==> src/design/csm_consts.vh <==
`ifndef CSM_CONSTS_VH
`define CSM_CONSTS_VH

// ----------------------------------------------------------------------
// Register locations
// ----------------------------------------------------------------------
`define CSM_ADDR_BATT_SENSE   8'h08
`define CSM_ADDR_TEMP_SENSE   8'h09
`define CSM_ADDR_STAT_MASK    8'h0A
`define CSM_ADDR_CHG1_MASK    8'h0B
`define CSM_ADDR_CHG2_MASK    8'h0C

// ----------------------------------------------------------------------
// Writable bit sets and reset values
// ----------------------------------------------------------------------
`define CSM_STAT_THERM_BITS   8'h3C
`define CSM_STAT_BUS_BITS     8'h01
`define CSM_CHG1_BITS         8'h1B
`define CSM_CHG2_BITS         8'h0E
`define CSM_STAT_RESET        8'h00
`define CSM_CHG1_RESET        8'h00
`define CSM_CHG2_RESET        8'h0E

// ----------------------------------------------------------------------
// Field positions
// ----------------------------------------------------------------------
`define CSM_B_OVP             6
`define CSM_B_RECHG           5
`define CSM_B_WEAK            4
`define CSM_B_PRE             3
`define CSM_B_SAFE            2
`define CSM_B_IEND            1
`define CSM_T_SHUT            3
`define CSM_T_SECOND          2
`define CSM_T_FIRST           1
`define CSM_T_WARN            0
`define CSM_M_WARN            5
`define CSM_M_FIRST           4
`define CSM_M_SECOND          3
`define CSM_M_SHUT            2
`define CSM_M_BUS             0
`define CSM_M_INLO            4
`define CSM_M_INHI            3
`define CSM_M_BUCK            1
`define CSM_M_STATE           0
`define CSM_M_WDOG            3
`define CSM_M_USB             2
`define CSM_M_CHGTO           1

`endif

==> src/design/csm_regs.v <==
`timescale 1ns/100ps
`include "csm_consts.vh"

// How it works
// - Battery sense bit 6 at 08 reads the live battery over-voltage comparator.
// - Battery sense bits 5, 4, 3 and 2 read the recharge, weak, precharge and safe comparators.
// - Battery sense bit 1 reads 1 while charge current exceeds the end-of-charge level.
// - Temperature sense bit 3 at 09 reads the live thermal shutdown comparator.
// - Temperature sense bits 2 and 1 read the second and first thermal comparators.
// - Temperature sense bit 0 reads the thermal warning comparator.
// - Status mask at 0A holds writable bits 5 to 2 for warning, first, second, shutdown, reset 0.
// - Status mask bit 0 masks input-bus-valid and clears also on host supply mode entry.
// - Charger mask one at 0B holds input-low, input-high and buck masks at bits 4, 3, 1.
// - Charger mask one bit 0 masks state transitions and clears on every reset event.
// - Charger mask two holds watchdog and usb timeout masks at bits 3 and 2, reset to 1.
// - Status mask bits 5 to 2 keep their value across host supply mode entry.
// - The watchdog timeout flag is raised by the expiry of the 32 s watchdog timer.
module csm_regs (
  input  wire       clk_sys,
  input  wire       arst_n,
  input  wire       off_state,
  input  wire       reg_reset,
  input  wire       bus_host_supply_mode,
  input  wire       wr_en,
  input  wire       rd_en,
  input  wire [7:0] addr,
  input  wire [7:0] wr_data,
  output reg  [7:0] rd_data,
  input  wire       battery_overvoltage_live,
  input  wire       recharge_level_live,
  input  wire       weak_charge_level_live,
  input  wire       precharge_level_live,
  input  wire       safe_level_live,
  input  wire       end_current_live,
  input  wire       thermal_shutdown_live,
  input  wire       thermal_second_live,
  input  wire       thermal_first_live,
  input  wire       thermal_warning_live,
  input  wire [7:0] status_flags,
  input  wire [7:0] charger_flags_one,
  input  wire [7:0] charger_flags_two,
  output wire       irq_out
);

  // --------------------------------------------------------------------
  // Helpers
  // --------------------------------------------------------------------
  // A strobe only acts on the register whose location it names.
  function csm_hit;
    input       en;
    input [7:0] loc_sel;
    input [7:0] loc;
    begin
      csm_hit = en & (loc_sel == loc);
    end
  endfunction

  // Reserved positions are dropped here, so they can never read back as 1.
  function [7:0] csm_keep;
    input [7:0] value;
    input [7:0] bits;
    begin
      csm_keep = value & bits;
    end
  endfunction

  // --------------------------------------------------------------------
  // Comparator synchronisers
  // --------------------------------------------------------------------
  // Comparators are asynchronous to clk_sys, so each passes two stages.
  reg  [9:0] sense_meta_reg;
  reg  [9:0] sense_sync_reg;
  wire [9:0] sense_raw;
  reg        mode_meta_reg;
  reg        mode_sync_reg;
  reg        mode_prev_reg;
  wire       mode_entry;

  assign sense_raw = {thermal_warning_live, thermal_first_live, thermal_second_live,
                      thermal_shutdown_live, end_current_live, safe_level_live,
                      precharge_level_live, weak_charge_level_live,
                      recharge_level_live, battery_overvoltage_live};

  // No reset on the sense path: it only mirrors the comparators.
  always @(posedge clk_sys) begin
    sense_meta_reg <= sense_raw;
    sense_sync_reg <= sense_meta_reg;
  end

  always @(posedge clk_sys or negedge arst_n) begin
    if (!arst_n) begin
      mode_meta_reg <= 1'b0;
      mode_sync_reg <= 1'b0;
      mode_prev_reg <= 1'b0;
    end else begin
      mode_meta_reg <= bus_host_supply_mode;
      mode_sync_reg <= mode_meta_reg;
      mode_prev_reg <= mode_sync_reg;
    end
  end

  assign mode_entry = mode_sync_reg & ~mode_prev_reg;

  // --------------------------------------------------------------------
  // Sense register images
  // --------------------------------------------------------------------
  wire [7:0] batt_sense;
  wire [7:0] temp_sense;

  assign batt_sense = {1'b0,
                       sense_sync_reg[0],
                       sense_sync_reg[1],
                       sense_sync_reg[2],
                       sense_sync_reg[3],
                       sense_sync_reg[4],
                       sense_sync_reg[5],
                       1'b0};
  assign temp_sense = {4'h0,
                       sense_sync_reg[6],
                       sense_sync_reg[7],
                       sense_sync_reg[8],
                       sense_sync_reg[9]};

  // --------------------------------------------------------------------
  // Mask registers
  // --------------------------------------------------------------------
  reg  [7:0] stat_mask_reg;
  reg  [7:0] stat_mask_next;
  reg  [7:0] chg1_mask_reg;
  reg  [7:0] chg1_mask_next;
  reg  [7:0] chg2_mask_reg;
  reg  [7:0] chg2_mask_next;
  wire       full_clear;

  localparam [7:0] stat_write_bits = `CSM_STAT_THERM_BITS | `CSM_STAT_BUS_BITS;

  // Off state and register reset act synchronously, like a soft reset.
  assign full_clear = off_state | reg_reset;

  // A clear beats a mode entry and a write in the same cycle, so a host cannot undo a reset by writing into it.
  // A mode entry beats a write in the same cycle, except on status mask bits 5 to 2, which keep the written value.
  always @* begin
    stat_mask_next = stat_mask_reg;
    chg1_mask_next = chg1_mask_reg;
    chg2_mask_next = chg2_mask_reg;
    if (csm_hit(wr_en, addr, `CSM_ADDR_STAT_MASK)) begin
      stat_mask_next = csm_keep(wr_data, stat_write_bits);
    end
    if (csm_hit(wr_en, addr, `CSM_ADDR_CHG1_MASK)) begin
      chg1_mask_next = csm_keep(wr_data, `CSM_CHG1_BITS);
    end
    if (csm_hit(wr_en, addr, `CSM_ADDR_CHG2_MASK)) begin
      chg2_mask_next = csm_keep(wr_data, `CSM_CHG2_BITS);
    end
    if (mode_entry) begin
      // Thermal masks survive the mode change, the rest fall back.
      stat_mask_next = (stat_mask_next & `CSM_STAT_THERM_BITS) | `CSM_STAT_RESET;
      chg1_mask_next = `CSM_CHG1_RESET;
      chg2_mask_next = `CSM_CHG2_RESET;
    end
    if (full_clear) begin
      stat_mask_next = `CSM_STAT_RESET;
      chg1_mask_next = `CSM_CHG1_RESET;
      chg2_mask_next = `CSM_CHG2_RESET;
    end
  end

  always @(posedge clk_sys or negedge arst_n) begin
    if (!arst_n) begin
      stat_mask_reg <= `CSM_STAT_RESET;
      chg1_mask_reg <= `CSM_CHG1_RESET;
      chg2_mask_reg <= `CSM_CHG2_RESET;
    end else begin
      stat_mask_reg <= stat_mask_next;
      chg1_mask_reg <= chg1_mask_next;
      chg2_mask_reg <= chg2_mask_next;
    end
  end

  // --------------------------------------------------------------------
  // Read port
  // --------------------------------------------------------------------
  // Read data is registered and holds until the next read strobe.
  always @(posedge clk_sys or negedge arst_n) begin
    if (!arst_n) begin
      rd_data <= 8'h00;
    end else if (rd_en) begin
      case (addr)
        `CSM_ADDR_BATT_SENSE: rd_data <= batt_sense;
        `CSM_ADDR_TEMP_SENSE: rd_data <= temp_sense;
        `CSM_ADDR_STAT_MASK:  rd_data <= stat_mask_reg;
        `CSM_ADDR_CHG1_MASK:  rd_data <= chg1_mask_reg;
        `CSM_ADDR_CHG2_MASK:  rd_data <= chg2_mask_reg;
        default:              rd_data <= 8'h00;
      endcase
    end
  end

  // --------------------------------------------------------------------
  // Interrupt gating
  // --------------------------------------------------------------------
  // Flags are kept by the flag bank; only their route to the pin is gated.
  // Bit 3 of the second flag group is the 32 s watchdog expiry.
  wire [7:0] stat_live;
  wire [7:0] chg1_live;
  wire [7:0] chg2_live;
  reg        irq_reg;

  assign stat_live = csm_keep(status_flags & ~stat_mask_reg, stat_write_bits);
  assign chg1_live = csm_keep(charger_flags_one & ~chg1_mask_reg, `CSM_CHG1_BITS);
  assign chg2_live = csm_keep(charger_flags_two & ~chg2_mask_reg, `CSM_CHG2_BITS);

  // Registered so the pin never shows a glitch while a flag and its mask move together.
  // The price is one cycle of latency between a flag and the pin.
  always @(posedge clk_sys or negedge arst_n) begin
    if (!arst_n) begin
      irq_reg <= 1'b0;
    end else begin
      irq_reg <= |{stat_live, chg1_live, chg2_live};
    end
  end

  assign irq_out = irq_reg;

endmodule

==> config.mk <==
export PLATFORM = sky130hd
export DESIGN_NAME = csm_regs
export DESIGN_NICKNAME = d
export VERILOG_FILES = /design/src/design/csm_regs.v
export VERILOG_INCLUDE_DIRS = /design/src /design/src/design
export SDC_FILE = /design/constraint.sdc
export NUM_CORES = 1
export LEC_CHECK = 0
export ABC_CLOCK_PERIOD_IN_PS = 2400
export BUFFER_PORTS_ARGS = -buffer_cell sky130_fd_sc_hd__buf_2
export CAP_MARGIN = 20
export CORE_MARGIN = 2
export CORE_UTILIZATION = 51
export DETAILED_ROUTE_END_ITERATION = 12
export HOLD_SLACK_MARGIN = 0.12
export PLACE_DENSITY = 0.79
export SYNTH_ARGS = -nofsm -noshare
export SYNTH_HDL_FRONTEND = slang
export SYNTH_SLANG_ARGS = --single-unit
==> constraint.sdc <==
create_clock -name clk_sys -period 2.4 [get_ports clk_sys]
set_input_delay 0 -clock clk_sys [delete_from_list [all_inputs] [get_ports clk_sys]]
set_output_delay 0 -clock clk_sys [all_outputs]
set_load 0.01 [all_outputs]
==> results of run 1 <==
==> power breakdown <==
part / switching, mW / total, mW / internal (mW) / leakage, nW
clock: 0.221 / 0.393 / 0.172 / 0.0386
sequential: 0.00579 / 0.746 / 0.740 / 0.468
combinational: 0.0641 / 0.148 / 0.0844 / 0.638
==> cells in the final DEF (no fill, tap or decap), types with 2 or more instances in the layout <==
cell type / netlist / layout
mux2i_1: 15 / 15
o21a_1: 2 / 2
o21ai_0: 3 / 3
dfstp_2: 3 / 3
nor4_1: 3 / 3
nor2b_1: 10 / 10
nand2_1: 11 / 11
dfrtp_1: 20 / 20
nand2b_1: 3 / 3
clkbuf_8: 0 / 2
inv_1: 10 / 10
nor4bb_1: 2 / 2
a2111oi_0: 3 / 3
dfxtp_1: 20 / 20
clkbuf_4: 0 / 5
dlygate4sd3_1: 0 / 43
a31oi_1: 3 / 3
o22ai_1: 5 / 5
nor2_1: 3 / 3
mux2_2: 3 / 3
nand3_1: 13 / 13
buf_2: 2 / 50
==> worst reg2reg max path, stage by stage, from the launching register on <==
cell	delay [ns]
dfstp_2	0.57
nor2b_1	0.05
a2111oi_0	0.34
dlygate4sd3_1	0.60
nand3_1	0.06
dlygate4sd3_1	0.56
==> what timing repair did <==
action,in CTS,in global routing
hold buffers,43,0
buffers inserted,0,0
endpoints found under the hold margin,54,0
==> cell type report <==
class | count | area share
tap | 46 | 0.0230
inverter | 10 | 0.0150
clock buffer | 8 | 0.0275
timing repair buffer | 94 | 0.275
sequential | 43 | 0.391
multi-input combinational | 93 | 0.269
==> per-layer routing <==
metal	global-route usage	routed length, um	vias up
met1	0.310	1720	740
met4	0.0973	107	0
met5	0	0	-
met3	0.0725	337	14
li1	-	-	725
met2	0.432	2220	72
==> cell families (layout without fill, tap and decap cells) <==
family,count (synthesis),count (layout),synth area share
AOI/OAI and AO/OA,20,20,0.0815
buffers and inverters,16,112,0.0385
DFF,43,43,0.569
muxes,18,18,0.107
other,1,1,0.00218
and+or+nand+nor,54,54,0.201
==> metrics by stage <==
step	total power, mW	hold slack, ns	instances
floorplan	0.808	-0.296	152
global placement	0.861	-0.0151	243
detailed placement	0.865	0.00913	243
CTS	1.29	0.132	294
global route	1.34	0.145	294
finish	1.29	0.134	294
==> worst max path at each step <==
stage,to,slack [ns],cells after the start
final,irq_out,0.13,5
after global routing,irq_out,0.002,5
after CTS,irq_out,0.15,5
after detailed placement,chg1_mask_reg[3],1.01,4
after global placement,chg1_mask_reg[1],1.07,4
after floorplan,chg1_mask_reg[0],1.26,3
==> out/metrics.cfg, run 1 <==
[die]
pin_count=66
core_area_um2=3280
std_cell_rows=21
die_width_um=62.1
fp.dieH_um=62.1
die_area_um2=3850
floorplan.initialDensity=0.524

[placement]
pre_cts_slack_ns=1.01
dp.final_hpwl_mm=2.78
place_congestion=0.933
port_buffers=50
postPlaceCellArea_um2=2010

[setup_path]
r2r_cells=5
critical_path.endpoint_type=register
cp_num_buf_inv=2
worst_ep_required_time_ns=2.66
rr_startpoint=chg2_mask_reg[1]
crit_path_top_delay_cell=dlygate4sd3_1
timing.critical_path.max_delay_family=buffers and inverters
crit_path_max_incr_delay_ns=0.60
critPathMostFrequentCell=dlygate4sd3_1
regToRegSetupSlack_ns=0.13
startpoint=chg2_mask_reg[1]
crit-reg2reg-capture=irq_out
timing.critical_path.cells=nor2b_1 > a2111oi_0 > dlygate4sd3_1 > nand3_1 > dlygate4sd3_1
setup.worst_path.class=reg2reg
crit_path_max_fanout=3
cp_data_arrival_time_ns=2.54
start_kind=register

[cts]
cts.root.buffer_cell=clkbuf_4
clock_sinks=43
htree_num_levels=2
cts_made_buffers=5
clkLatencyLatePin_ns=0.36
clk_path_buf_depth=2
clkTransAtPathRegs_ns=0.12
cts_tree=built
post_cts_resized=0

[timing]
number_of_hold_violations_in_the_final_report=0
timing_max_transition_violations_final=0
finalSetupTns_ns=0
fmax_mhz=440
relSlewSlack=0.620
period_minus_slack_ns=2.27
post-route-period-util=0.948
timing.final.ws_setup_ns=0.126
fin_skew_ns=0.00929
grt_setup_unrepaired=no
setup-violations-final=0
worst_pin_slew_ns=0.562

[hold_path]
hp-class=in2async

[grt]
grt-ovfl-total=0
grt_pass1_vias=1494
grtUsageTotal=0.256
antenna_found_initial=0
grt_max_degree=24
grt_first_pass_wirelength_mm=6.85

[synthesis]
synth-edff-count=0
ys_ff_latch=43
postSynthCellCount=152
asyncSetResetFlopFracSynth=0.535
synth_largest_type_area_fraction=0.291
synth_top_cells_by_area=dfrtp_1 (29%), dfxtp_1 (23%), mux2i_1 (8.7%), dfstp_2 (4.6%), nand3_1 (3.8%)
syn_area_um2=1720
synth_common_cells=dfrtp_1 (20), dfxtp_1 (20), mux2i_1 (15)
yosysWarningCount=0
syn_avg_cell_area_um2=11.3
synth-seq-area-share=0.569
netlist.top_cell.by_area=dfrtp_1
synth_flop_cell=dfxtp_1
synth_cell_types=35
synthesized_net_count=209

[drt]
drt_drc_violations_left=0
detailed_route_vias_per_instance=5.28
drt_first_iter_violations=78
number_of_detailed_route_iterations_in_the_first_pass=5
dr_total_vias=1551
routed_wirelength_mm=4.38
detail-route-antenna-nets=0
avgRoutedWirePerCell_um=14.9

[layout]
layout_cells_sized_above_1=0.274
fin_util=0.763
fin_nets=304
antenna_cells_inserted=0
fillCellCount=210
register_area_um2=980
layout-area-overhead-vs-synth_pct=45.7
finish.instance_area_um2=2510
multi_input_gate_area_um2=674

[run_status]
status=finished, final reports clean

[job]
max-cap-violations=0

[power_and_ir_drop]
p_leak_nw=1.14
powerDensity_nw_per_um2=514
vdd.ir_drop.worst_mv=0.370

(Power assumes the default switching activity.)
==> run 2: changes to the inputs <==
Settings changed: RECOVER_POWER from default to 100.
==> run 2 against run 1 <==
Global-route usage unchanged. Cell count unchanged. Register-to-register slack about the same. Core utilization down 0.57 points. Critical path depth up 2. Total power down 0.36%. Highest routed layer unchanged.
==> out/metrics.cfg, run 2 (synthesis gave the netlist of run 1 again) <==
[drt]
dr_total_vias=1540
number_of_detailed_route_iterations_in_the_first_pass=4
avgRoutedWirePerCell_um=14.9
detailed_route_vias_per_instance=5.24
routed_wirelength_mm=4.37
drt_drc_violations_left=0
drt_first_iter_violations=77
detail-route-antenna-nets=0

[cts]
clk_path_buf_depth=2
cts_made_buffers=5
htree_num_levels=2
ctsHoldBuffers=43
post-cts-setup-buffer-count=0
cts.root.buffer_cell=clkbuf_4
cts_tree=built
clkTransAtPathRegs_ns=0.12
post_cts_resized=0
clock_sinks=43
clkLatencyLatePin_ns=0.36

[timing]
fin_skew_ns=0.00595
worst_hold_slack_ns=0.149
relSlewSlack=0.136
fmax_mhz=439
timing.final.ws_setup_ns=0.122
grt_setup_unrepaired=no
finalSetupTns_ns=0
timing_max_transition_violations_final=0
setup-violations-final=0
worst_pin_slew_ns=1.30
number_of_hold_violations_in_the_final_report=0
period_minus_slack_ns=2.28
post-route-period-util=0.949

[layout]
fin_nets=304
finish.instance_area_um2=2490
layout-area-overhead-vs-synth_pct=44.6
most-common-layout-cells=dlygate4sd3_1 (43), buf_2 (40), dfrtp_1 (20), dfxtp_1 (20), mux2i_1 (15)
layout.cells.most_common=dlygate4sd3_1
antenna_cells_inserted=0
layout_cells_sized_above_1=0.230

[setup_path]
r2r_cells=5
worst_ep_required_time_ns=2.70
startpoint=addr[5]
crit_path_max_fanout=5
timing.critical_path.cells=dlygate4sd3_1 > clkbuf_1 > nor4b_4 > dlygate4sd3_1 > nand2_1 > o22ai_1 > dlygate4sd3_1
regToRegSetupSlack_ns=0.12
cp_data_arrival_time_ns=2.58
critPathMostFrequentCell=dlygate4sd3_1
crit_path_max_incr_delay_ns=0.73
rr_startpoint=chg2_mask_reg[1]
crit_path_top_delay_cell=dlygate4sd3_1
crit-reg2reg-capture=irq_out
critical_path.endpoint_type=register
start_kind=input port
setup.worst_path.class=in2reg

[grt]
grt_max_degree=24
antenna_found_initial=0
grt_first_pass_wirelength_mm=6.85
grt_pass1_vias=1494
grtUsageTotal=0.256
grt-ovfl-total=0

[placement]
dp.final_hpwl_mm=2.78
port_buffers=50
pre_cts_slack_ns=1.01
place_congestion=0.933
postPlaceCellArea_um2=2010

[run_status]
status=finished, final reports clean

[die]
pin_count=66
core_area_um2=3280
std_cell_rows=21
floorplan.initialDensity=0.524
die_width_um=62.1
die_area_um2=3850
fp.dieH_um=62.1

[hold_path]
hp-class=in2reg
hold_path.startpoint=addr[1]
hold_path_end=rd_data[5]
min_delay_path_depth=3

[power_and_ir_drop]
p_leak_nw=1.10
powerDensity_nw_per_um2=516
vdd.ir_drop.worst_mv=0.370

[job]
max-cap-violations=0

run 2: cell count changes in the layout (fill, tap and decap cells not counted):
| cell | before | now |
|---|---|---|
| or4b_1 | 0 | 1 |
| clkbuf_1 | 1 | 11 |
| buf_4 | 1 | 0 |
| clkbuf_2 | 0 | 1 |
| buf_2 | 50 | 40 |
| or4b_4 | 1 | 0 |
run 2: routing by layer:
| layer | track usage | up-vias | part of all wire |
|---|---|---|---|
| li1 | - | 724 | - |
| met1 | 0.310 | 733 | 0.39 |
| met2 | 0.432 | 71 | 0.51 |
| met3 | 0.0725 | 12 | 0.077 |
| met4 | 0.0973 | 0 | 0.023 |
| met5 | 0 | - | 0 |
run 2: cell type report:
cell class	count	area (um^2)
Tap cell	46	57.6
Fill cell	221	797
Sequential cell	43	980
Timing Repair Buffer	94	673
Multi-Input combinational cell	93	671
Inverter	10	37.5
Clock buffer	8	68.8
run 2: worst max-delay path: cells and delay by family:
family,cells,cell delay (ns)
AO/OA/AOI/OAI,1,0.13
AND/OR/NAND/NOR,2,0.49
buffers and inverters,4,1.96
run 2: stage by stage:
stage / std cells / util / power (mW)
global route: 294 / 0.757 / 1.34
detailed placement: 243 / 0.611 / 0.865
CTS: 294 / 0.763 / 1.29
finish: 294 / 0.757 / 1.28
floorplan: 152 / - / 0.808
global placement: 243 / 0.611 / 0.861
run 2: worst max-delay path by stage:
stage                                  end  slack (ns)  cells after the start
after floorplan           chg1_mask_reg[0]        1.26                      3
after global placement    chg1_mask_reg[1]        1.07                      4
after detailed placement  chg1_mask_reg[3]        1.01                      4
after CTS                          irq_out        0.15                      5
after global routing               irq_out       0.002                      5
final                           rd_data[2]        0.12                      7
run 2: report_power, final:
group | internal, mW | switching (mW) | total (mW)
logic | 0.0827 | 0.0638 | 0.146
clock network | 0.172 | 0.218 | 0.390
registers | 0.740 | 0.00583 | 0.746
==> run 3: changes to the inputs <==
Settings changed: ABC_AREA from default to 1.
==> run 3 against run 2 <==
Global-route usage down 1.9 points. Non-clock buffer count is 6 lower. First-iteration DRC count down 27%. Clock power rose by 8.5%. Worst hold slack got worse by 0.0063 ns. Setup slack worse by 0.042 ns. Wire length fell by 7.4%. Via count is 3.9% higher. Critical path depth rose by 4. Sequential cell count unchanged. Clock skew about the same.
==> out/metrics.cfg, run 3 <==
[run_status]
status=finished, final reports clean

[timing]
relSlewSlack=0.190
period_minus_slack_ns=2.32
fin_skew_ns=0.00633
finalSetupTns_ns=0
post-route-period-util=0.967
fmax_mhz=431
timing_max_transition_violations_final=0
number_of_hold_violations_in_the_final_report=0
grt_setup_unrepaired=no
worst_hold_slack_ns=0.143
worst_pin_slew_ns=1.21
setup-violations-final=0

[die]
floorplan.initialDensity=0.544
core_area_um2=3080
fp.dieH_um=61.3
std_cell_rows=20
die_area_um2=3760
die_width_um=61.3
pin_count=66

[power_and_ir_drop]
powerDensity_nw_per_um2=541
p_leak_nw=1.24
vdd.ir_drop.worst_mv=0.457

[synthesis]
netlist.top_cell.by_area=dfrtp_1
ys_ff_latch=43
postSynthCellCount=194
yosysWarningCount=0
synth_common_cells=nand2_1 (61), nand3_1 (24), inv_1 (21)
asyncSetResetFlopFracSynth=0.535
synth_largest_type_area_fraction=0.299
syn_area_um2=1680
synth-edff-count=0
synth-seq-area-share=0.585
yosysMostFrequentCell=nand2_1
syn_avg_cell_area_um2=8.64
synth_flop_cell=dfxtp_1
synth_cell_types=23
synth_top_cells_by_area=dfrtp_1 (30%), dfxtp_1 (24%), nand2_1 (14%), nand3_1 (7.2%), dfstp_2 (4.7%)
synthesized_net_count=251

[placement]
port_buffers=50
dp.final_hpwl_mm=2.60
place_congestion=0.865

[layout]
antenna_cells_inserted=0
layout.cells.most_common=nand2_1
fillCellCount=230
layout-area-overhead-vs-synth_pct=42.6
layout_cells_sized_above_1=0.202
fin_util=0.776
fin_nets=343
most-common-layout-cells=nand2_1 (61), buf_2 (39), dlygate4sd3_1 (37)

[cts]
cts.root.buffer_cell=clkbuf_4
cts_tree=built
cts_made_buffers=5
clock_sinks=43
clkLatencyLatePin_ns=0.35
htree_num_levels=2
clk_path_buf_depth=2
clkTransAtPathRegs_ns=0.13

[job]
max-cap-violations=0

[grt]
grt_max_degree=24
grt_pass1_vias=1560
antenna_found_initial=0
grtUsageTotal=0.237
grt_first_pass_wirelength_mm=6.38
grt-ovfl-total=0

[drt]
drt_first_iter_violations=56
number_of_detailed_route_iterations_in_the_first_pass=4
dr_total_vias=1600
routed_wirelength_mm=4.05
drt_drc_violations_left=0
avgRoutedWirePerCell_um=12.2
detail-route-antenna-nets=0
detailed_route_vias_per_instance=4.83

[setup_path]
setup.worst_path.class=in2reg
timing.critical_path.max_delay_family=buffers and inverters
timing.critical_path.cells=dlygate4sd3_1 > clkbuf_1 > inv_1 > nand2_1 > nor3_4 > nand2_4 > nor2_4 > nand2_1 > dlygate4sd3_1 > nand2_1 > dlygate4sd3_1
start_kind=input port
worst_ep_required_time_ns=2.70
critical_path.endpoint_type=register
crit_path_max_incr_delay_ns=0.58
cp_num_buf_inv=5
crit_path_max_fanout=7
crit_path_top_delay_cell=dlygate4sd3_1
cp_data_arrival_time_ns=2.62

[hold_path]
hp-class=in2reg

-- run 3: cell count changes after synthesis, sizes merged, moves of 4 or more --
cell	before	now
nor2	3	18
nor2b	10	0
nand4	0	4
mux2i	15	0
nand2	11	65
nand3	13	24
inv	10	23
-- run 3: logic make-up (layout without fill, tap and decap cells) --
family	Yosys count	after routing	share of synthesized area
buffers and inverters	26	119	0.0627
and+or+nand+nor	113	113	0.312
DFF	43	43	0.585
other	1	1	0.00224
AOI/OAI and AO/OA	11	11	0.0381
-- run 3: final timing paths --
kind | start | end | slack [ns] | cells after the start
worst min register to register | sense_meta_reg[0] | sense_sync_reg[0] | 0.34 | 0
worst min-delay path | addr[3] | rd_data[6] | 0.14 | 7
max in group asynchronous | arst_n | chg1_mask_reg[1] | 1.28 | 2
worst max register to register | chg2_mask_reg[2] | irq_out | 0.20 | 5
worst max-delay path | addr[0] | stat_mask_reg[4] | 0.08 | 11
min in group asynchronous | arst_n | mode_prev_reg | 0.41 | 2
-- run 3: final cells by class --
cell class,count,area [um^2],area share
Sequential cell,43,980,0.410
Timing Repair Buffer,88,614,0.257
Multi-Input combinational cell,125,576,0.241
Inverter,23,86.3,0.0361
Clock buffer,6,62.6,0.0262
Tap cell,44,55.1,0.0230
Clock inverter,2,16.3,0.00681
-- run 3: metrics by stage --
step           std cells  setup WS, ns  cell area, um^2  power, mW
2_1_floorplan        194          1.23             1680      0.796
3_3_place_gp         285          1.14             1960      0.849
3_5_place_dp         285          1.11             1960      0.851
4_1_cts              330        0.0921             2410       1.30
5_1_grt              331        0.0455             2390       1.35
6_report             331        0.0794             2390       1.29
-- run 3: layer usage --
metal	wire [um]	vias to the layer above	GRT usage
li1	-	797	-
met4	42	0	0.0590
met3	199	8	0.0672
met5	0	-	0
met1	1770	743	0.281
met2	2040	52	0.424
-- run 3: timing repair --
| action | CTS | global route |
|---|---|---|
| buffers inserted | 0 | 1 |
| setup endpoints to repair | 0 | 4 |
| hold buffers | 37 | 0 |
| gates resized for setup | 0 | 0 |
| hold endpoints to repair | 54 | 0 |
-- run 3: worst reg2reg max path, cell delays in order (launching register included) --
cell	delay (ns)
dfstp_1	0.58
o22ai_1	0.12
a211oi_1	0.20
dlygate4sd3_1	0.59
nand3_1	0.06
dlygate4sd3_1	0.55
-- run 3: where the power goes --
part	internal [mW]	leakage [nW]	total [mW]	switching, mW
Clock	0.181	0.0400	0.423	0.242
Combinational	0.0627	0.733	0.121	0.0587
Sequential	0.742	0.465	0.748	0.00595
Total	0.985	1.24	1.29	0.307
